`src/asl_pkg.sv`:
```
// Shared constants and carrier types of the alert status latch bank.
// Assumes a 32-bit APB master and asynchronous comparator flags from the analog side.
package asl_pkg;

    // Bus geometry
    localparam int ADDR_W = 32;
    localparam int DATA_W = 32;

    // Register byte offsets
    localparam logic [7:0] LIVE_OFF    = 8'h00;
    localparam logic [7:0] LATCH_A_OFF = 8'h04;
    localparam logic [7:0] LATCH_B_OFF = 8'h08;
    localparam logic [7:0] IRQ_ST_OFF  = 8'h0c;
    localparam logic [7:0] IRQ_MSK_OFF = 8'h10;

    // Reset values
    localparam logic [7:0]  STATUS_RST = 8'h00;
    localparam logic [10:0] IRQ_RST    = 11'h000;

    // Alert vector: group a in [6:0], group b in [9:7]
    localparam int NUM_ALERT = 10;
    localparam int A_W       = 7;
    localparam int B_W       = 3;
    localparam int B_BASE    = 7;

    // Group a bit positions
    localparam int RAIL_ONE_OC  = 0;
    localparam int RAIL_TWO_OC  = 1;
    localparam int LED_UV       = 2;
    localparam int LED_OV       = 3;
    localparam int LED_WARN     = 4;
    localparam int LED_TSD      = 5;
    localparam int CHIP_WARN    = 6;

    // Group b bit positions
    localparam int RAIL_TWO_DESAT = 0;
    localparam int LED_DESAT      = 1;
    localparam int LED_OC         = 2;

    // Interrupt layout: group a in [6:0], group b from bit 8
    localparam int IRQ_W       = 11;
    localparam int IRQ_B_SHIFT = 8;

    // Synchroniser depth for comparator pins
    localparam int SYNC_DEPTH = 3;

    // Bus slave states
    typedef enum logic [2:0] {
        ST_IDLE = 3'b001,
        ST_RESP = 3'b010,
        ST_SPARE = 3'b100
    } asl_state_t;

    typedef struct packed {
        logic              psel;
        logic              penable;
        logic              pwrite;
        logic [ADDR_W-1:0] paddr;
        logic [DATA_W-1:0] pwdata;
    } asl_apb_req_t;

    typedef struct packed {
        logic              pready;
        logic              pslverr;
        logic [DATA_W-1:0] prdata;
    } asl_apb_rsp_t;

    // Raw comparator flags, one bit per alert in alert-vector order
    typedef struct packed {
        logic [NUM_ALERT-1:0] trip;
        logic [NUM_ALERT-1:0] hold;
    } asl_cmp_t;

endpackage

```
`src/asl_alert_hyst.sv`:
```
// One alert flag: pin synchronisers and a set/hold hysteresis latch.
// Assumes trip and hold come straight from asynchronous comparator pins.
`timescale 1ns/10ps
module asl_alert_hyst (
    input  wire logic sys_clk_i,
    input  wire logic nrst_i,
    input  wire logic trip_i,
    input  wire logic hold_i,
    output logic      alert_o
);
    logic [2:0] trip_sync_reg;
    logic [2:0] hold_sync_reg;
    logic       trip_reg;
    logic       hold_reg;
    logic       alert_reg;
    logic       alert_next;

    // Three stages; only stage two and three are looked at
    always_ff @(posedge sys_clk_i) begin
        if (!nrst_i) begin
            trip_sync_reg <= 3'h0;
            hold_sync_reg <= 3'h0;
        end else begin
            trip_sync_reg <= {trip_sync_reg[1:0], trip_i};
            hold_sync_reg <= {hold_sync_reg[1:0], hold_i};
        end
    end

    // Accept a change only when the last two stages agree, a cheap glitch filter
    always_ff @(posedge sys_clk_i) begin
        if (!nrst_i) begin
            trip_reg <= 1'b0;
            hold_reg <= 1'b0;
        end else begin
            if (trip_sync_reg[1] == trip_sync_reg[2]) trip_reg <= trip_sync_reg[2];
            if (hold_sync_reg[1] == hold_sync_reg[2]) hold_reg <= hold_sync_reg[2];
        end
    end

    // Set above threshold, stay while above threshold minus hysteresis
    assign alert_next = trip_reg | (alert_reg & hold_reg);

    always_ff @(posedge sys_clk_i) begin
        if (!nrst_i) alert_reg <= 1'b0;
        else         alert_reg <= alert_next;
    end

    assign alert_o = alert_reg;
endmodule

```
`src/asl_alert_status_bank.sv`:
```
// Alert status bank: live view of the group b faults, two rising-edge sticky latches,
// fast shutdown outputs and a maskable interrupt, all behind an APB slave.
// Assumes one 50 MHz clock, a synchronous active-low reset and async comparator pins.
`timescale 1ns/10ps
module asl_alert_status_bank (
    input  wire logic                  sys_clk_i,
    input  wire logic                  nrst_i,
    input  wire asl_pkg::asl_apb_req_t apb_req_i,
    output asl_pkg::asl_apb_rsp_t      apb_rsp_o,
    input  wire asl_pkg::asl_cmp_t     cmp_i,
    output logic                       led_driver_off_o,
    output logic                       second_converter_off_o,
    output logic                       irq_o
);

    // Address match, used for every register select
    function automatic logic reg_hit(input logic [31:0] addr, input logic [7:0] off);
        reg_hit = (addr == {24'h000000, off});
    endfunction

    logic [asl_pkg::NUM_ALERT-1:0] hold_v;
    logic [asl_pkg::NUM_ALERT-1:0] alert_v;
    logic [asl_pkg::NUM_ALERT-1:0] alert_prev_reg;
    logic [asl_pkg::NUM_ALERT-1:0] rise_v;
    logic [asl_pkg::A_W-1:0]       alert_a;
    logic [asl_pkg::B_W-1:0]       alert_b;
    logic [asl_pkg::A_W-1:0]       rise_a;
    logic [asl_pkg::B_W-1:0]       rise_b;
    logic [asl_pkg::A_W-1:0]       latch_a_reg;
    logic [asl_pkg::A_W-1:0]       latch_a_next;
    logic [asl_pkg::B_W-1:0]       latch_b_reg;
    logic [asl_pkg::B_W-1:0]       latch_b_next;
    logic [asl_pkg::A_W-1:0]       clr_a;
    logic [asl_pkg::B_W-1:0]       clr_b;
    logic [asl_pkg::IRQ_W-1:0]     irq_st_reg;
    logic [asl_pkg::IRQ_W-1:0]     irq_st_next;
    logic [asl_pkg::IRQ_W-1:0]     irq_msk_reg;
    logic [asl_pkg::IRQ_W-1:0]     irq_ev;
    logic [asl_pkg::IRQ_W-1:0]     irq_w1c;
    logic                          led_off_reg;
    logic                          conv_off_reg;
    asl_pkg::asl_state_t           state_reg;
    asl_pkg::asl_state_t           state_next;
    logic [31:0]                   prdata_reg;
    logic                          slverr_reg;
    logic [31:0]                   rd_word;
    logic                          sel_live;
    logic                          sel_a;
    logic                          sel_b;
    logic                          sel_st;
    logic                          sel_msk;
    logic                          mapped;
    logic                          access;
    logic                          cap_en;
    logic                          done;
    logic                          rd_done;
    logic                          wr_done;

    // Hold inputs: hysteresis alerts use their own release comparator
    assign hold_v[asl_pkg::LED_TSD] = cmp_i.hold[asl_pkg::LED_TSD];
    assign hold_v[asl_pkg::LED_WARN] = cmp_i.hold[asl_pkg::LED_WARN];
    assign hold_v[asl_pkg::LED_OV]  = cmp_i.hold[asl_pkg::LED_OV];
    // Undervoltage: trip is below the low level, hold is still below threshold
    assign hold_v[asl_pkg::LED_UV]  = cmp_i.hold[asl_pkg::LED_UV];
    assign hold_v[asl_pkg::RAIL_TWO_OC] = cmp_i.hold[asl_pkg::RAIL_TWO_OC];
    // Plain limits have no band, so hold simply repeats trip
    assign hold_v[asl_pkg::RAIL_ONE_OC] = cmp_i.trip[asl_pkg::RAIL_ONE_OC];
    assign hold_v[asl_pkg::CHIP_WARN] = cmp_i.trip[asl_pkg::CHIP_WARN];
    assign hold_v[asl_pkg::B_BASE+asl_pkg::RAIL_TWO_DESAT] =
        cmp_i.trip[asl_pkg::B_BASE+asl_pkg::RAIL_TWO_DESAT];
    assign hold_v[asl_pkg::B_BASE+asl_pkg::LED_DESAT] =
        cmp_i.trip[asl_pkg::B_BASE+asl_pkg::LED_DESAT];
    assign hold_v[asl_pkg::B_BASE+asl_pkg::LED_OC] =
        cmp_i.trip[asl_pkg::B_BASE+asl_pkg::LED_OC];

    // One synchronised, filtered flag per alert
    genvar g;
    generate
        for (g = 0; g < asl_pkg::NUM_ALERT; g++) begin : g_alert
            asl_alert_hyst u_alert (
                .sys_clk_i (sys_clk_i),
                .nrst_i    (nrst_i),
                .trip_i    (cmp_i.trip[g]),
                .hold_i    (hold_v[g]),
                .alert_o   (alert_v[g])
            );
        end
    endgenerate

    // Split into the two register groups
    assign alert_a = alert_v[asl_pkg::A_W-1:0];
    assign alert_b = alert_v[asl_pkg::NUM_ALERT-1:asl_pkg::B_BASE];

    // Edge detect against last cycle's alert state
    always_ff @(posedge sys_clk_i) begin
        if (!nrst_i) alert_prev_reg <= '0;
        else         alert_prev_reg <= alert_v;
    end

    assign rise_v = alert_v & ~alert_prev_reg;
    assign rise_a = rise_v[asl_pkg::A_W-1:0];
    assign rise_b = rise_v[asl_pkg::NUM_ALERT-1:asl_pkg::B_BASE];

    // Bus decode
    assign sel_live = reg_hit(apb_req_i.paddr, asl_pkg::LIVE_OFF);
    assign sel_a    = reg_hit(apb_req_i.paddr, asl_pkg::LATCH_A_OFF);
    assign sel_b    = reg_hit(apb_req_i.paddr, asl_pkg::LATCH_B_OFF);
    assign sel_st   = reg_hit(apb_req_i.paddr, asl_pkg::IRQ_ST_OFF);
    assign sel_msk  = reg_hit(apb_req_i.paddr, asl_pkg::IRQ_MSK_OFF);
    assign mapped   = sel_live | sel_a | sel_b | sel_st | sel_msk;

    // Phase qualifiers; every access takes exactly one wait state
    assign access  = apb_req_i.psel & apb_req_i.penable;
    assign cap_en  = access & (state_reg == asl_pkg::ST_IDLE);
    assign done    = access & (state_reg == asl_pkg::ST_RESP);
    assign rd_done = done & ~apb_req_i.pwrite;
    assign wr_done = done & apb_req_i.pwrite & mapped;

    // Read mux; unused upper bits are zero
    // Sticky reads include this cycle's edges, so the clear that follows loses none
    assign rd_word =
        ({32{sel_live}} & {24'h000000, 5'h00, alert_b}) |
        ({32{sel_a}}    & {24'h000000, 1'b0, latch_a_reg | rise_a}) |
        ({32{sel_b}}    & {24'h000000, 5'h00, latch_b_reg | rise_b}) |
        ({32{sel_st}}   & {21'h000000, irq_st_reg}) |
        ({32{sel_msk}}  & {21'h000000, irq_msk_reg});

    // Slave state machine
    always_comb begin
        case (state_reg)
            asl_pkg::ST_IDLE: state_next = cap_en ? asl_pkg::ST_RESP : asl_pkg::ST_IDLE;
            asl_pkg::ST_RESP: state_next = done ? asl_pkg::ST_IDLE : asl_pkg::ST_RESP;
            default:          state_next = asl_pkg::ST_IDLE;
        endcase
    end

    always_ff @(posedge sys_clk_i) begin
        if (!nrst_i) state_reg <= asl_pkg::ST_IDLE;
        else         state_reg <= state_next;
    end

    // Read data is frozen one cycle before completion so it comes from a flop
    always_ff @(posedge sys_clk_i) begin
        if (!nrst_i) begin
            prdata_reg <= 32'h00000000;
            slverr_reg <= 1'b0;
        end else if (cap_en) begin
            prdata_reg <= rd_word;
            slverr_reg <= ~mapped;
        end
    end

    assign apb_rsp_o.pready  = (state_reg == asl_pkg::ST_RESP);
    assign apb_rsp_o.pslverr = slverr_reg;
    assign apb_rsp_o.prdata  = prdata_reg;

    // Clear only what software actually saw, so a later edge survives
    assign clr_a = (rd_done & sel_a) ? prdata_reg[asl_pkg::A_W-1:0] : '0;
    assign clr_b = (rd_done & sel_b) ? prdata_reg[asl_pkg::B_W-1:0] : '0;

    // A fresh edge wins over the clear in the same cycle
    assign latch_a_next = (latch_a_reg & ~clr_a) | rise_a;
    assign latch_b_next = (latch_b_reg & ~clr_b) | rise_b;

    always_ff @(posedge sys_clk_i) begin
        if (!nrst_i) begin
            latch_a_reg <= asl_pkg::STATUS_RST[asl_pkg::A_W-1:0];
            latch_b_reg <= asl_pkg::STATUS_RST[asl_pkg::B_W-1:0];
        end else begin
            latch_a_reg <= latch_a_next;
            latch_b_reg <= latch_b_next;
        end
    end

    // Interrupt events share the sticky layout, group b shifted up
    assign irq_ev  = {rise_b, 1'b0, rise_a};
    assign irq_w1c = (wr_done & sel_st) ? apb_req_i.pwdata[asl_pkg::IRQ_W-1:0] : '0;
    assign irq_st_next = (irq_st_reg & ~irq_w1c) | irq_ev;

    always_ff @(posedge sys_clk_i) begin
        if (!nrst_i) begin
            irq_st_reg  <= asl_pkg::IRQ_RST;
            irq_msk_reg <= asl_pkg::IRQ_RST;
        end else begin
            irq_st_reg <= irq_st_next;
            if (wr_done & sel_msk) irq_msk_reg <= apb_req_i.pwdata[asl_pkg::IRQ_W-1:0];
        end
    end

    // Level output, high while any unmasked event is pending
    assign irq_o = |(irq_st_reg & irq_msk_reg);

    // Fast shutdowns follow the filtered alerts; pin filtering costs a few cycles
    always_ff @(posedge sys_clk_i) begin
        if (!nrst_i) begin
            led_off_reg  <= 1'b0;
            conv_off_reg <= 1'b0;
        end else begin
            led_off_reg  <= alert_b[asl_pkg::LED_OC] |
                            alert_b[asl_pkg::LED_DESAT];
            conv_off_reg <= alert_b[asl_pkg::RAIL_TWO_DESAT];
        end
    end

    assign led_driver_off_o       = led_off_reg;
    assign second_converter_off_o = conv_off_reg;
endmodule

```
`config.mk`:
```
export PLATFORM = sky130hd
export DESIGN_NAME = asl_alert_status_bank
export DESIGN_NICKNAME = d
export VERILOG_FILES = /design/src/asl_pkg.sv /design/src/asl_alert_hyst.sv /design/src/asl_alert_status_bank.sv
export SDC_FILE = /design/constraint.sdc
export NUM_CORES = 1
export LEC_CHECK = 0
export BUFFER_PORTS_ARGS = -buffer_cell sky130_fd_sc_hd__buf_2
export CAP_MARGIN = 20
export CORE_MARGIN = 1
export CORE_UTILIZATION = 50
export DETAILED_ROUTE_END_ITERATION = 16
export PLACE_DENSITY = 0.78
export SYNTH_ARGS = -nofsm -noshare
export SYNTH_HDL_FRONTEND = slang
export SYNTH_HIERARCHICAL = 1
export SYNTH_SLANG_ARGS = --single-unit
```
`constraint.sdc`:
```
create_clock -name sys_clk_i -period 5.5 [get_ports sys_clk_i]
set_clock_uncertainty 0.1 [all_clocks]
set_input_delay 0.55 -clock sys_clk_i [delete_from_list [all_inputs] [get_ports sys_clk_i]]
set_output_delay 0.55 -clock sys_clk_i [all_outputs]
set_load 0.01 [all_outputs]
```
==> summary.txt <==
Synth
  • Count of cell types in the netlist: 44
  • Mapped Avg Cell Area: 9.95 um^2
  • Post-Syn Area: 5370 um^2
  • Post-synthesis async set-or-reset flop share: 0%
  • Synth area leader: dfxtp_1
  • #FFs+latches synth: 147
  • Post-synthesis sequential area ratio: 54.8%
  • Synth area leaders: dfxtp_1 (55%), and2_2 (8.4%), o21ai_0 (4.8%)
  • Top_reg_cell synth: dfxtp_1
  • Synth warn: 6
  • Post-synth EDFFs: 0
  • Cells after synthesis: 540
  • Area share of the largest cell type after synthesis: 54.8%

Detailed routing
  • DRT iter0 DRCs: 210
  • DRC: 0
  • Drt pass-1 iters: 6
  • Avg WL per Cell: 13.6 um
  • Via count: 3983
  • Via-to-Cell Ratio: 5.15
  • Routed Antenna Nets: 0
  • Final WL: 10500 um

Cells and area
  • Non-Filler Instances: 773
  • Share of layout cells above drive strength 1: 27.9%
  • Multi-input combinational cell area: 2260 um^2
  • Filler Cell Count: 848
  • Register Area: 2940 um^2
  • Design Area, Final: 6380 um^2
  • P&R area growth vs syn: 18.7%
  • Fin nets: 713

Clocking
  • Clock root buffer: clkbuf_8
  • Clk slew on worst S/H paths: 60 ps
  • H-tree lvl count: 4
  • CTS Buf Count: 17
  • Post-CTS Setup Repair Bufs: 0
  • CTS tree: yes
  • Clock Tree Buf Depth: 2
  • Hold-fix buffers, CTS: 0
  • Clock Latency Late Sink: 510 ps
  • Clk sinks: 147
  • Post-cts gate resize count: 0

Worst setup path
  • Critical Path RT: 4850 ps
  • Master of the slowest instance on the critical path: dfxtp_1
  • Crit start category: register
  • CP endpoint kind: primary output
  • Critical Path Max Stage Delay: 330 ps
  • WP depth: 4
  • WP data arrival: 1640 ps
  • Critical path's top delay family: compound AO/OA/AOI/OAI gates
  • Critical Path, Cell by Cell: a22o_1, a221oi_1, nand3_1, buf_2
  • Critical path type: register to primary output
  • Crit Path Max Fanout: 3
  • Critical path buffers and inverters: 1
  • Reg2reg path depth: 6

Power and ir drop
  • Switch share: 21.3%
  • Sw power: 0.000491 W
  • Overall Power: 0.00230 W
  • Clock power share: 48.5%
  • VDD IR max: 175 uV
  • Pint: 0.00181 W
  • Comb power frac: 4.0%
  • Lkg Pwr: 2.65 nW
  • Sequential share of power: 47.5%
  • Pwr/cell area: 361 nW/um^2

Floorplanning
  • Die H: 106 um
  • Die width: 106 um
  • Row count: 37
  • Initial Util: 51.8%
  • Top Ports: 126
  • Die area: 11200 um^2
  • Core ar.: 10400 um^2

Global route
  • Vias in the first global route: 3618
  • Grt ovf: 0
  • Initial antenna violation count: 2
  • First-pass GRT wire length: 16900 um
  • Largest net degree at the start of global routing: 100
  • Total GRT Usage: 19.5%

Timing
  • Rel. slew slack: 50.7%
  • Slew Limit Fails: 0
  • RSZ-0062 raised after global routing: false
  • Post-layout min period: 2290 ps
  • Setup TNS: 0 ps
  • Final Worst Setup Slack: 3210 ps
  • Max Clk Rate: 0.436 GHz
  • Final hold vios: 0
  • Count of final setup violators: 0
  • Worst Max-Slew Pin Slew: 733 ps
  • Period utilization: 41.7%

Placement
  • Placed Instances: 739
  • Post-DP HPWL: 7070 um
  • Post-DP Area: 5790 um^2
  • Pre-CTS WS: 2840 ps
  • Final Wtd Congestion: 0.836
  • Port Buffers: 78

Min path
  • Hold crit path type: input pin to register
  • Hold depth: 2

Run status
  • Status: complete, no violations

Run
  • # Max-Cap Violations: 0
-- routing by layer --
layer / part of all wire (%) / global-route usage [%] / wire length [um]
met1: 44 / 23.9 / 4660
met2: 48 / 32.6 / 5040
met3: 6.3 / 5.44 / 665
met4: 1.5 / 6.94 / 155
met5: 0.076 / 0 / 8
-- kinds of logic (layout without fill, tap and decap cells) --
group | after synthesis | after routing | synth area share [%]
mux | 14 | 14 | 2.68
buf+inv | 39 | 114 | 4.54
compound gates | 134 | 134 | 15.2
fa+ha+maj | 2 | 2 | 0.466
simple gates | 203 | 203 | 22.3
other cells | 1 | 23 | 0.0698
flops | 147 | 147 | 54.8
-- through the flow --
| step | util, % | hold slack, ps |
|---|---|---|
| after floorplan | - | 320 |
| after global placement | 55.8 | 321 |
| after detailed placement | 55.8 | 324 |
| after CTS | 61.5 | 118 |
| after global routing | 61.5 | 130 |
| final | 61.5 | 138 |
-- cells in the mapped netlist, types with 3 or more instances --
library cell and number:
inv_1 3, o21ai_1 4, nor2_1 12, a31oi_1 20, buf_4 22, and2_2 60
a32oi_1 4, clkbuf_1 10, a22oi_1 7, o22ai_1 3, nor2b_1 21, and3_1 6
nand2b_1 10, dfxtp_1 147, mux2_2 3, and2_1 11, a211oi_1 4, o21ai_0 51
a21oi_1 15, nor4_1 6, mux2i_1 11, nand2_1 50, nand3_1 10, nor3_1 4
a21boi_1 20
-- cell type report --
cell class              count  share of cell area (%)
flip-flops and latches    147                    46.1
multi-input cells         374                    35.5
clock buffers              21                    7.20
repair buffers             79                    6.28
well taps                 136                    2.67
clock inverters            11                    2.00
inverters                   3                   0.177
diodes                      2                  0.0785
-- power by group through the flow --
stage / registers, W / clock network, W / logic, W
floorplan: 0.00112 / 0 / 0.0000607
global placement: 0.00112 / 0 / 0.0000878
detailed placement: 0.00112 / 0 / 0.0000911
CTS: 0.00109 / 0.00113 / 0.0000915
global route: 0.00110 / 0.00118 / 0.000102
finish: 0.00109 / 0.00112 / 0.0000915
-- cell usage in the layout (no fill, tap or decap), types with 11 or more instances in the layout --
cell type	Yosys	final
dfxtp_1	147	147
buf_2	0	77
and2_2	60	60
o21ai_0	51	51
nand2_1	50	50
nor2b_1	21	21
conb_1	1	21
a31oi_1	20	20
a21boi_1	20	20
clkbuf_16	0	16
a21oi_1	15	15
nor2_1	12	12
and2_1	11	11
mux2i_1	11	11
-- path summary, 6_finish.rpt --
path | start | to | slack [ps]
worst max-delay path | irq_st_reg[3] | irq_o | 3210
worst min-delay path | apb_req_i[7] | irq_st_reg[7] | 140
worst max register to register | state_reg[0] | irq_st_reg[10] | 3510
worst min register to register | g_alert[6].u_alert/trip_sync_reg[0] | g_alert[6].u_alert/trip_sync_reg[1] | 340
Power figures use the tool's default switching activity.
